[config.mk]
export PLATFORM = sky130hd
export DESIGN_NAME = mac_tx_descriptor_queue
export DESIGN_NICKNAME = d
export VERILOG_FILES = /design/src/inc/mac_txq_pkg.sv /design/src/verilog/queue_pointer.sv /design/src/verilog/mac_tx_descriptor_queue.sv
export SDC_FILE = /design/constraint.sdc
export NUM_CORES = 1
export LEC_CHECK = 0
export BUFFER_PORTS_ARGS = -buffer_cell sky130_fd_sc_hd__buf_2
export CORE_UTILIZATION = 35
export CTS_CLUSTER_DIAMETER = 120
export DETAILED_ROUTE_END_ITERATION = 6
export PLACE_DENSITY = 0.5
export SLEW_MARGIN = 25
export SYNTH_ARGS = -nofsm -noshare
export SYNTH_HDL_FRONTEND = slang
export SYNTH_HIERARCHICAL = 1
export SYNTH_SLANG_ARGS = --single-unit
[constraint.sdc]
create_clock -name ref_clk -period 38.3 [get_ports ref_clk]
set_clock_uncertainty 0.2 [all_clocks]
set_input_delay 7.66 -clock ref_clk [delete_from_list [all_inputs] [get_ports ref_clk]]
set_output_delay 7.66 -clock ref_clk [all_outputs]
set_load 0.03 [all_outputs]
[src/inc/mac_txq_pkg.sv]
/*
  Constants, register map and carrier structs for the transmit descriptor
  and status queue engine. Assumes a single 200 MHz system clock domain.
*/
// Operation
// - Descriptor queue is circular, host-set base and length
// - Fetch from current pointer, wrap to base
// - Enqueue writes add; fetch decrements; read returns total
// - Frames span descriptors until end-of-frame flag
// - Medium, preamble, fragments in order, optional CRC
// - First word is 32-bit word-aligned buffer pointer
// - Second word: EOF, tag, abort, length
// - First-fragment tag kept and posted in status
// - Abort with EOF forces bad CRC always
// - Abort ignored without end-of-frame flag
// - Command field four bits, only abort meaningful
// - Zero-length descriptor skipped, nothing sent
// - Any nonzero byte count accepted, no alignment
// - Status queue circular, aligned, pointer set first
// - Exactly one status entry per frame
package mac_txq_pkg;
  localparam int ADDR_W = 8;
  localparam int LEN_W = 17;
  localparam int CNT_W = 12;
  localparam int TAG_W = 15;
  localparam int TOT_W = 16;
  localparam logic [ADDR_W-1:0] A_CTRL = 8'h00;
  localparam logic [ADDR_W-1:0] A_DQ_BASE = 8'h04;
  localparam logic [ADDR_W-1:0] A_DQ_LEN = 8'h08;
  localparam logic [ADDR_W-1:0] A_DQ_CUR = 8'h0c;
  localparam logic [ADDR_W-1:0] A_DQ_ENQ = 8'h10;
  localparam logic [ADDR_W-1:0] A_SQ_BASE = 8'h14;
  localparam logic [ADDR_W-1:0] A_SQ_LEN = 8'h18;
  localparam logic [ADDR_W-1:0] A_SQ_CUR = 8'h1c;
  localparam logic [ADDR_W-1:0] A_STATE = 8'h20;
  localparam logic [ADDR_W-1:0] A_FRAMES = 8'h24;
  localparam int CTRL_EN_BIT = 0;
  localparam int CTRL_NOCRC_BIT = 1;
  localparam int ENQ_MSB = 7;
  localparam int EOF_BIT = 31;
  localparam int TAG_MSB = 30;
  localparam int TAG_LSB = 16;
  localparam int CMD_MSB = 15;
  localparam int CMD_LSB = 12;
  localparam int AF_BIT = 15;
  localparam int LEN_MSB = 11;
  localparam int LEN_LSB = 0;
  localparam int STS_DONE_BIT = 31;
  localparam int STS_LEN_MSB = 15;
  localparam logic [31:0] DESC_STEP = 32'h0000_0008;
  localparam logic [31:0] HALF_STEP = 32'h0000_0004;
  localparam logic [31:0] STAT_STEP = 32'h0000_0004;
  localparam logic [31:0] WORD_STEP = 32'h0000_0004;
  localparam logic [1:0] LAST_LANE = 2'h3;

  typedef enum logic [5:0] {
    S_IDLE = 6'h01,
    S_DESC0 = 6'h02,
    S_DESC1 = 6'h04,
    S_BUFRD = 6'h08,
    S_SEND = 6'h10,
    S_STAT = 6'h20
  } state_e;

  typedef struct packed {
    logic req;
    logic we;
    logic [31:0] addr;
    logic [31:0] wdata;
  } mem_req_s;

  typedef struct packed {
    logic gnt;
    logic rvalid;
    logic [31:0] rdata;
  } mem_rsp_s;

  typedef struct packed {
    logic valid;
    logic [7:0] data;
    logic first;
    logic last;
    logic add_crc;
    logic bad_crc;
  } tx_s;
endpackage

[src/verilog/queue_pointer.sv]
/*
  Circular queue pointer: loadable, advances by a fixed step and wraps to
  the base at the end of the region. Assumes base and length are stable.
*/
`timescale 1ns/1ps
module queue_pointer
  import mac_txq_pkg::*;
#(
  parameter logic [31:0] STEP = DESC_STEP
) (
  input wire logic ref_clk, // system clock
  input wire logic rst, // async reset, high
  input wire logic [31:0] base, // region start
  input wire logic [LEN_W-1:0] len, // region bytes
  input wire logic load, // software load
  input wire logic [31:0] load_val, // value to load
  input wire logic advance, // step one entry
  output logic [31:0] cur // current entry address
);
  typedef struct packed {
    logic [31:0] cur;
  } qp_s;

  qp_s r_reg;
  qp_s r_next;
  logic [31:0] stepped;
  logic [32:0] limit;

  always_comb begin
    r_next = r_reg;
    stepped = r_reg.cur + STEP;
    limit = {1'b0, base} + {16'h0000, len};
    if (load) begin
      r_next.cur = load_val;
    end else if (advance) begin
      // Wrap also on 32-bit overflow of the step
      if ({1'b0, stepped} >= limit || stepped < r_reg.cur) begin
        r_next.cur = base;
      end else begin
        r_next.cur = stepped;
      end
    end
  end

  always_ff @(posedge ref_clk or posedge rst) begin
    if (rst) begin
      r_reg <= '0;
    end else begin
      r_reg <= r_next;
    end
  end

  assign cur = r_reg.cur;
endmodule

[src/verilog/mac_tx_descriptor_queue.sv]
/*
  Transmit descriptor fetch, fragment gather and status post engine.
  Assumes a memory port that takes a request on gnt and returns read data
  with rvalid at least one cycle later, and a byte-wide line engine that
  handles medium access, preamble and CRC generation.
*/
// The implementer's own choices: the strobed register port and the register offsets.
`timescale 1ns/1ps
module mac_tx_descriptor_queue
  import mac_txq_pkg::*;
(
  input wire logic ref_clk, // system clock
  input wire logic rst, // async reset, high
  input wire logic [ADDR_W-1:0] reg_addr, // register byte address
  input wire logic [31:0] reg_wdata, // register write data
  input wire logic reg_wr, // write strobe
  input wire logic reg_rd, // read strobe
  output logic [31:0] reg_rdata, // read data, cycle after strobe
  output mem_req_s mem_req, // memory request
  input wire mem_rsp_s mem_rsp, // memory response
  output tx_s tx, // byte stream to line engine
  input wire logic tx_ready // line engine takes byte
);
  typedef struct packed {
    state_e state;
    logic ctrl_en;
    logic no_crc;
    logic [31:0] dq_base;
    logic [LEN_W-1:0] dq_len;
    logic [31:0] sq_base;
    logic [LEN_W-1:0] sq_len;
    logic [TOT_W-1:0] enq_total;
    mem_req_s mem;
    logic issued;
    logic [31:0] buf_ptr;
    logic [31:0] word;
    logic [1:0] lane;
    logic [CNT_W-1:0] left;
    logic eof;
    logic af;
    logic in_frame;
    logic first_pend;
    logic crc_off;
    logic [TAG_W-1:0] tag;
    logic [15:0] frame_len;
    logic [15:0] frames;
    logic [31:0] rdata;
  } main_s;

  main_s r_reg;
  main_s r_next;
  logic [31:0] dq_cur;
  logic [31:0] sq_cur;
  logic dq_load;
  logic sq_load;
  logic dq_adv;
  logic sq_adv;
  logic accepted;
  logic got_data;
  logic [CNT_W-1:0] dlen;
  logic [TOT_W-1:0] total;

  function automatic mem_req_s mk_req(input logic we,
                                      input logic [31:0] addr,
                                      input logic [31:0] wdata);
    mem_req_s m;
    m.req = 1'b1;
    m.we = we;
    m.addr = addr;
    m.wdata = wdata;
    return m;
  endfunction

  function automatic logic hit(input logic [ADDR_W-1:0] a,
                               input logic [ADDR_W-1:0] b);
    return a == b;
  endfunction

  function automatic logic desc_eof(input logic [31:0] w);
    return w[EOF_BIT];
  endfunction

  // Abort only counts on an end-of-frame descriptor
  function automatic logic desc_abort(input logic [31:0] w);
    return w[AF_BIT] && w[EOF_BIT];
  endfunction

  function automatic logic [TAG_W-1:0] desc_tag(input logic [31:0] w);
    return w[TAG_MSB:TAG_LSB];
  endfunction

  function automatic logic [CNT_W-1:0] desc_len(input logic [31:0] w);
    return w[LEN_MSB:LEN_LSB];
  endfunction

  function automatic logic last_of_buf(input logic [CNT_W-1:0] n);
    return n == CNT_W'(1);
  endfunction

  // Lane 0 always holds the byte on the wire
  function automatic logic [31:0] next_word(input logic [31:0] w);
    return {8'h00, w[31:8]};
  endfunction

  // Enqueue adds only the low byte; larger counts need several writes
  function automatic logic [TOT_W-1:0] enq_add(input logic [TOT_W-1:0] t,
                                               input logic [31:0] w);
    return t + {8'h00, w[ENQ_MSB:0]};
  endfunction

  // Status layout: done flag, first-fragment tag, frame byte count
  function automatic logic [31:0] mk_status(input logic [TAG_W-1:0] t,
                                            input logic [15:0] n);
    logic [31:0] s;
    s = '0;
    s[STS_DONE_BIT] = 1'b1;
    s[TAG_MSB:TAG_LSB] = t;
    s[STS_LEN_MSB:LEN_LSB] = n;
    return s;
  endfunction

  queue_pointer #(
    .STEP(DESC_STEP)
  ) u_dq_ptr (
    .ref_clk(ref_clk),
    .rst(rst),
    .base(r_reg.dq_base),
    .len(r_reg.dq_len),
    .load(dq_load),
    .load_val(reg_wdata),
    .advance(dq_adv),
    .cur(dq_cur)
  );

  queue_pointer #(
    .STEP(STAT_STEP)
  ) u_sq_ptr (
    .ref_clk(ref_clk),
    .rst(rst),
    .base(r_reg.sq_base),
    .len(r_reg.sq_len),
    .load(sq_load),
    .load_val(reg_wdata),
    .advance(sq_adv),
    .cur(sq_cur)
  );

  // Software load wins over a same-cycle hardware advance
  assign dq_load = reg_wr && hit(reg_addr, A_DQ_CUR);
  assign sq_load = reg_wr && hit(reg_addr, A_SQ_CUR);
  assign accepted = r_reg.mem.req && mem_rsp.gnt;
  assign got_data = r_reg.issued && mem_rsp.rvalid;
  assign dlen = desc_len(mem_rsp.rdata);

  always_comb begin
    r_next = r_reg;
    dq_adv = 1'b0;
    sq_adv = 1'b0;
    total = r_reg.enq_total;
    // One access in flight: read data never overlaps a new request
    if (accepted) begin
      r_next.mem.req = 1'b0;
      r_next.issued = !r_reg.mem.we;
    end
    if (got_data) begin
      r_next.issued = 1'b0;
    end
    case (r_reg.state)
      S_IDLE: begin
        // Waits here while nothing is enqueued
        if (r_reg.ctrl_en && r_reg.enq_total != '0) begin
          r_next.mem = mk_req(1'b0, dq_cur, '0);
          r_next.state = S_DESC0;
        end
      end
      S_DESC0: begin
        if (got_data) begin
          r_next.buf_ptr = mem_rsp.rdata;
          r_next.mem = mk_req(1'b0, dq_cur + HALF_STEP, '0);
          r_next.state = S_DESC1;
        end
      end
      S_DESC1: begin
        if (got_data) begin
          dq_adv = 1'b1;
          total = r_reg.enq_total - 1'b1;
          r_next.eof = desc_eof(mem_rsp.rdata);
          // Command bits other than abort are not decoded
          r_next.af = desc_abort(mem_rsp.rdata);
          r_next.left = dlen;
          r_next.lane = '0;
          if (dlen == '0) begin
            r_next.state = S_IDLE;
          end else begin
            if (!r_reg.in_frame) begin
              r_next.in_frame = 1'b1;
              r_next.first_pend = 1'b1;
              r_next.tag = desc_tag(mem_rsp.rdata);
              // CRC choice frozen per frame; later writes cannot split it
              r_next.crc_off = r_reg.no_crc;
              r_next.frame_len = '0;
            end
            r_next.mem = mk_req(1'b0, r_reg.buf_ptr, '0);
            r_next.state = S_BUFRD;
          end
        end
      end
      S_BUFRD: begin
        // One buffer word at a time: no prefetch, simpler, slower
        if (got_data) begin
          r_next.word = mem_rsp.rdata;
          r_next.state = S_SEND;
        end
      end
      S_SEND: begin
        if (tx_ready) begin
          r_next.word = next_word(r_reg.word);
          r_next.lane = r_reg.lane + 2'h1;
          r_next.left = r_reg.left - 1'b1;
          r_next.first_pend = 1'b0;
          r_next.frame_len = r_reg.frame_len + 16'h0001;
          if (last_of_buf(r_reg.left)) begin
            if (r_reg.eof) begin
              r_next.mem = mk_req(1'b1, sq_cur,
                mk_status(r_reg.tag, r_reg.frame_len + 16'h0001));
              r_next.state = S_STAT;
            end else begin
              r_next.state = S_IDLE;
            end
          end else if (r_reg.lane == LAST_LANE) begin
            r_next.buf_ptr = r_reg.buf_ptr + WORD_STEP;
            r_next.mem = mk_req(1'b0, r_reg.buf_ptr + WORD_STEP, '0);
            r_next.state = S_BUFRD;
          end
        end
      end
      S_STAT: begin
        // Status pointer moves only once the write is taken
        if (accepted) begin
          sq_adv = 1'b1;
          r_next.frames = r_reg.frames + 16'h0001;
          r_next.in_frame = 1'b0;
          r_next.state = S_IDLE;
        end
      end
      default: begin
        r_next.state = S_IDLE;
      end
    endcase
    // Host additions and a fetch in the same cycle both count
    if (reg_wr && hit(reg_addr, A_DQ_ENQ)) begin
      total = enq_add(total, reg_wdata);
    end
    r_next.enq_total = total;
    // Writes to read-only or unmapped offsets fall through
    if (reg_wr) begin
      if (hit(reg_addr, A_CTRL)) begin
        r_next.ctrl_en = reg_wdata[CTRL_EN_BIT];
        r_next.no_crc = reg_wdata[CTRL_NOCRC_BIT];
      end
      if (hit(reg_addr, A_DQ_BASE)) begin
        r_next.dq_base = reg_wdata;
      end
      if (hit(reg_addr, A_DQ_LEN)) begin
        r_next.dq_len = reg_wdata[LEN_W-1:0];
      end
      if (hit(reg_addr, A_SQ_BASE)) begin
        r_next.sq_base = reg_wdata;
      end
      if (hit(reg_addr, A_SQ_LEN)) begin
        r_next.sq_len = reg_wdata[LEN_W-1:0];
      end
    end
    r_next.rdata = '0;
    if (reg_rd) begin
      case (reg_addr)
        A_CTRL: r_next.rdata = {30'h0, r_reg.no_crc, r_reg.ctrl_en};
        A_DQ_BASE: r_next.rdata = r_reg.dq_base;
        A_DQ_LEN: r_next.rdata = {15'h0, r_reg.dq_len};
        A_DQ_CUR: r_next.rdata = dq_cur;
        A_DQ_ENQ: r_next.rdata = {16'h0, r_reg.enq_total};
        A_SQ_BASE: r_next.rdata = r_reg.sq_base;
        A_SQ_LEN: r_next.rdata = {15'h0, r_reg.sq_len};
        A_SQ_CUR: r_next.rdata = sq_cur;
        A_STATE: r_next.rdata = {25'h0, r_reg.in_frame, r_reg.state};
        A_FRAMES: r_next.rdata = {16'h0, r_reg.frames};
        default: r_next.rdata = '0;
      endcase
    end
  end

  always_ff @(posedge ref_clk or posedge rst) begin
    if (rst) begin
      r_reg <= '0;
      r_reg.state <= S_IDLE;
    end else begin
      r_reg <= r_next;
    end
  end

  assign reg_rdata = r_reg.rdata;
  assign mem_req = r_reg.mem;

  always_comb begin
    tx.valid = r_reg.state == S_SEND;
    tx.data = r_reg.word[7:0];
    tx.first = r_reg.first_pend;
    tx.last = tx.valid && r_reg.eof && last_of_buf(r_reg.left);
    // Abort corrupts the CRC even when generation is suppressed
    tx.add_crc = tx.last && !r_reg.crc_off && !r_reg.af;
    tx.bad_crc = tx.last && r_reg.af;
  end
endmodule

==> results of run 1 <==
metrics by stage:
step,hold WS (ns),instances,instance area [µm²]
after floorplan,0.246,3217,28700
after global placement,0.259,4230,29700
after detailed placement,0.263,4230,29700
after CTS,0.278,4324,31500
after global routing,0.288,4325,31600
final,0.274,4325,31600
routing by layer:
| layer | share of wire | routed length [µm] |
|---|---|---|
| met5 | 0 | 0 |
| met4 | 0.021 | 2070 |
| met3 | 0.056 | 5580 |
| met2 | 0.45 | 45200 |
| met1 | 0.47 | 46700 |
logic make-up after synthesis:
family | count (synthesis) | share of synthesized area
AND/OR/NAND/NOR | 1057 | 0.187
adder cells (fa/ha/maj) | 149 | 0.0658
multiplexers | 185 | 0.0694
AO/OA/AOI/OAI | 837 | 0.190
XOR/XNOR | 185 | 0.0565
flip-flops | 414 | 0.361
buffers and inverters | 390 | 0.0702
cell type report:
cell class	count	area [µm²]
flip-flops and latches	414	10400
well taps	1060	1330
repair buffers	227	1260
multi-input cells	2413	16400
clock inverters	29	392
clock buffers	65	1390
inverters	117	448
fillers	8193	49200
placed cells by master (no fill, tap or decap), drive strengths merged, types with 96 or more instances in the layout:
master | netlist | final
a21oi | 245 | 245
buf | 162 | 227
dfrtp | 413 | 413
ha | 146 | 146
inv | 117 | 121
mux2 | 108 | 108
nand2 | 349 | 349
nor2 | 212 | 212
o21ai | 194 | 194
xnor2 | 96 | 96
synth_stat cells (21+ instances only):
cell type / instances
dfrtp_1: 413
nand2_1: 345
a21oi_1: 245
nor2_1: 209
o21ai_0: 192
ha_1: 146
buf_4: 115
inv_1: 115
clkbuf_1: 107
mux2_2: 107
xnor2_1: 96
xor2_1: 89
nand3_1: 88
nor3_1: 81
mux2i_1: 77
and3_1: 70
a31oi_1: 66
nand4_1: 64
a22o_1: 37
nor4_1: 32
a222oi_1: 31
a22oi_1: 28
buf_2: 28
a221oi_1: 24
a21o_1: 23
and2_1: 21
worst register-to-register path, stage by stage (launching register included):
cell and delay [ns]:
dfrtp_1 0.45, ha_1 0.26, fa_1 0.43, a211oi_1 0.35, o21ai_0 0.25, a31oi_1 0.45, o31ai_1 0.32, and3_1 0.28
xnor2_1 0.13, ha_1 0.29, and3_1 0.18, a221o_1 0.31, a221oi_1 0.48, o41ai_1 0.16, nor2_1 0.44, o32ai_4 0.25
buf_4 0.36, or4_1 0.47, o211a_1 0.12
worst max-delay path by stage:
stage | from | to | slack [ns] | cells past startpoint
floorplan | rst | mem_req[0]$_DFFE_PP0P_ | 20.73 | 1
global placement | reg_addr[5] | u_sq_ptr/cur[19]$_DFFE_PP0P_ | 26.14 | 12
detailed placement | reg_addr[5] | u_sq_ptr/cur[19]$_DFFE_PP0P_ | 26.10 | 12
CTS | reg_addr[5] | u_sq_ptr/cur[19]$_DFFE_PP0P_ | 26.74 | 12
global route | reg_addr[5] | u_sq_ptr/cur[19]$_DFFE_PP0P_ | 26.51 | 12
finish | reg_addr[5] | u_sq_ptr/cur[19]$_DFFE_PP0P_ | 26.66 | 12
where the power goes:
part           total [µW]  switching, µW  internal (µW)
logic                 293            191            102
clock network         523            211            312
registers             551           70.5            481
==> flow_summary.toml, run 1 <==
[grt]
grt_max_degree = 158
grt_pass1_wl_um = 151000
use_met2 = 0.373
track_usage = 0.237
grt_pass1_vias = 23605
global_route.usage.met1 = 0.346
grt-ovfl-total = 0
gr-max-usage-layer = "met2"
use_met3 = 0.0266
grt_antenna_before_repair = 0

[clock_network]
cts-root-buf = "clkbuf_16"
cts_resized = 0
clock_sinks = 414
postCtsSetupBuffers = 0
cts_tree = "yes"
cts.path.max_buffers = 3
numCtsBuffers = 51
cts_max_level = 2
insertion_delay_ns = 0.62
ctsHoldBuffers = 0
cts.clk_slew.worst_paths_ns = 0.06

[logic_synthesis]
synth_cells = 3217
synthTopCellsByArea = "dfrtp_1, ha_1, nand2_1"
yosys.area.top_type = "dfrtp_1"
ys_types = 107
syn-cell-area_um2 = 28700
synth-edff-count = 0
ys_ff_latch = 414
synth_nets = 3445
ys.flop_type = "dfrtp_1"
synth_top_cell_area_share = 0.360
avgSynthCellArea_um2 = 8.91
ys_seq_area_frac = 0.361
synthArstFlopShare = 1.00
ys_warn_count = 6

[floorplan]
rows = 104
die_w_um = 288
ioPinCount = 190
start_util = 0.355
die_area_um2 = 83100
die_h_um = 288
core_area_um2 = 80800

[timing]
maxSlewHeadroom = 0.342
fin_crit_sh = 0.304
finalSetupViolCount = 0
worst_slack_ns = 26.66
tns_ns = 0
min_period_ns = 11.64
fmax_ghz = 0.0859
hold_viol_final = 0
grt_setup_unrepaired = "false"
slew_viol_final = 0
worstMarginPinSlew_ns = 0.984

[place]
place_congestion = 0.889
dp_hpwl_um = 74000
port_buffers = 189
dp_slack_ns = 26.10

[run]
cap_violations = 0

[setup_path]
slowest_stage = "nand2_1"
critPathBufInv = 4
crit_path_end_kind = "register"
critPathMostFrequentCell = "buf_4"
critPathArrivalTime_ns = 11.95
rr_startpoint = "r_reg[262]$_DFFE_PP0P_"
crit_path_max_incr_delay_ns = 0.72
path_cells = "buf_2 -> or4b_1 -> or4b_4 -> nor2_2 -> buf_4 -> and2_2 -> buf_4 -> inv_1 -> nand2_1 -> nor2_1 -> mux2_2 -> a221oi_2"
r2r_slack_ns = 32.00
worstPathMaxFanout = 58
crit_required_ns = 38.62
reg2regPathDepth = 18
path_class = "primary input to register"
start_kind = "primary input"
reg2reg_to = "u_sq_ptr/cur[31]$_DFFE_PP0P_"
critPathTopFamily = "simple AND/OR/NAND/NOR gates"

[pwr]
p_leak_uw = 0.0142
ir_drop_v = 0.0000285
power_uw = 1370
powerDensity_nw_per_um2 = 43.3

[min_path]
hold_path_end = "mem_req[14]$_DFFE_PP0P_"
hp-start = "mem_req[14]$_DFFE_PP0P_"
hold_depth = 2
hold_path_class = "register to register"

[finish]
diodes = 0
largest_reg_flops = 244
nNetsFinal = 3452
drive_above_1_share = 0.152
finalCoreUtilization = 0.391
area_growth_syn_to_layout_pct = 10.0

[drt]
wl_um = 99500
avgViaCountPerCell = 5.76
ant_nets = 0
first_pass_iters = 7
vias = 24896
drcViolationCount = 32
drtIter0Drc = 2267
detail_route.wl_per_cell_um = 23.0

[run_status]
run_status = "complete, but fails checks"
violations = "design-rule violations"
No activity file was read; power rests on OpenSTA's default activity.
==> run 2: changes to the inputs <==
==> constraint.sdc (replaced) <==
create_clock -name ref_clk -period 12 [get_ports ref_clk]
set_clock_uncertainty 0.2 [all_clocks]
set_input_delay 2.4 -clock ref_clk [delete_from_list [all_inputs] [get_ports ref_clk]]
set_output_delay 2.4 -clock ref_clk [all_outputs]
set_load 0.03 [all_outputs]
==> run 2 against run 1 <==
The run still ends with design-rule violations left. Combinational power increased to 3.2 times the previous value. Largest cell class unchanged. Cell count rose by 0.12%. Register-to-register slack lost 26 ns. Clock-buffer cell count is 2 lower. Total power increased to 3.3 times the previous value.
==> flow_summary.toml, run 2 (synthesized netlist as in run 1, its figures left out) <==
[run_status]
run_status = "complete, but fails checks"
violations = "design-rule violations"

[drt]
met2RoutedLength_um = 43800
top_layer_used = "met4"
drcViolationCount = 16
first_pass_iters = 7
vias = 24886
drtIter0Drc = 2344
ant_nets = 0
wl_um = 99100
detail_route.wl_per_cell_um = 22.9
wl_met3_um = 5540
avgViaCountPerCell = 5.75
wl_met1_um = 46900

[setup_path]
worstPathMaxFanout = 58
critPathArrivalTime_ns = 6.65
reg2reg_to = "u_sq_ptr/cur[31]$_DFFE_PP0P_"
crit_path_end_kind = "register"
r2r_slack_ns = 5.91
reg2regPathDepth = 18
rr_startpoint = "r_reg[262]$_DFFE_PP0P_"
start_kind = "primary input"
path_class = "primary input to register"
crit_required_ns = 12.33

[grt]
grt-ovfl-total = 0
grt_pass1_vias = 23671
grt_max_degree = 159
grt_antenna_before_repair = 2
track_usage = 0.235
grt_pass1_wl_um = 150000

[clock_network]
clock_sinks = 414
cts.path.max_buffers = 3
cts.clk_slew.worst_paths_ns = 0.06
cts_tree = "yes"
postCtsSetupBuffers = 0
cts-root-buf = "clkbuf_16"
insertion_delay_ns = 0.62
numCtsBuffers = 52
ctsHoldBuffers = 0
cts_resized = 0
cts_max_level = 2

[min_path]
hold_path_end = "r_reg[77]$_DFFE_PP0P_"
hold_path_class = "register to register"
hp-start = "r_reg[77]$_DFFE_PP0P_"
hold_depth = 2

[finish]
layout_common_cells = "dfrtp_1, nand2_1, a21oi_1"
mostFrequentLayoutCell = "dfrtp_1"
diodes = 0
nNetsFinal = 3454
final_area_um2 = 31700
area_growth_syn_to_layout_pct = 10.6
nFillCells = 8186
largest_reg_flops = 244
drive_above_1_share = 0.156

[timing]
tns_ns = 0
worstMarginPinSlew_ns = 0.999
fmax_ghz = 0.158
slew_viol_final = 0
maxSlewHeadroom = 0.332
fin_crit_sh = 0.527
grt_setup_unrepaired = "false"
finalSetupViolCount = 0
hold_viol_final = 0
min_period_ns = 6.33
fin_hold_ws_ns = 0.275

[place]
port_buffers = 189
placed_cell_area_um2 = 29800
dp_hpwl_um = 73700
place_congestion = 0.886

[pwr]
ir_drop_v = 0.000132
p_leak_uw = 0.0143
powerDensity_nw_per_um2 = 141

[floorplan]
ioPinCount = 190
die_w_um = 288
core_area_um2 = 80800
rows = 104
die_area_um2 = 83100
start_util = 0.355
die_h_um = 288

[run]
cap_violations = 0
run 2: changes by cell type in the layout (fill, tap and decap cells not counted), sizes merged:
cell	previous run	this run
buf	227	228
clkinv	9	14
inv	121	122
bufinv	8	10
clkinvlp	8	6
clkbuf	65	63
run 2: power breakdown:
part	switching, µW	internal [µW]
Combinational	605	326
Clock	695	1080
Sequential	230	1530
run 2: critical path: stages:
cell and delay (ns):
buf_2 0.11, or4b_1 0.59, or4b_4 0.60, nor2_2 0.10, buf_4 0.32, and2_2 0.20
buf_4 0.51, inv_1 0.52, nand2_1 0.68, nor2_1 0.12, mux2_2 0.29, a221oi_2 0.16
run 2: cell type report:
type                       instances  area [µm²]  share of cell area
tap                             1060        1330              0.0418
timing repair buffer             228        1280              0.0405
inverter                         117         444              0.0140
clock inverter                    35         487              0.0153
multi-input combinational       2413       16400               0.516
clock buffer                      63        1440              0.0455
sequential                       414       10400               0.327
run 2: how the worst max path moves through the flow:
stage / cells after the start / slack (ns) / endpoint / startpoint
finish: 12 / 5.67 / u_sq_ptr/cur[19]$_DFFE_PP0P_ / reg_addr[5]
global route: 12 / 5.43 / u_sq_ptr/cur[19]$_DFFE_PP0P_ / reg_addr[5]
CTS: 12 / 5.71 / u_sq_ptr/cur[19]$_DFFE_PP0P_ / reg_addr[5]
detailed placement: 12 / 5.06 / u_sq_ptr/cur[19]$_DFFE_PP0P_ / reg_addr[5]
global placement: 12 / 5.10 / u_sq_ptr/cur[19]$_DFFE_PP0P_ / reg_addr[5]
floorplan: 1 / 4.71 / mem_req[0]$_DFFE_PP0P_ / rst
run 2: layer usage:
| metal | up-vias | GRT usage |
|---|---|---|
| met5 | - | 0 |
| met4 | 0 | 0.0724 |
| met3 | 139 | 0.0280 |
| met2 | 792 | 0.366 |
| met1 | 12194 | 0.340 |
| li1 | 11761 | - |
run 2: through the flow:
| step | util | setup slack, ns | power, µW | std cells |
|---|---|---|---|---|
| 4_1_cts | 0.392 | 5.71 | 4510 | 4329 |
| 3_3_place_gp | 0.368 | 5.10 | 2710 | 4231 |
| 3_5_place_dp | 0.368 | 5.06 | 2710 | 4231 |
| 5_1_grt | 0.393 | 5.43 | 4680 | 4330 |
| 2_1_floorplan | - | 4.71 | 2440 | 3217 |
| 6_report | 0.393 | 5.67 | 4470 | 4330 |
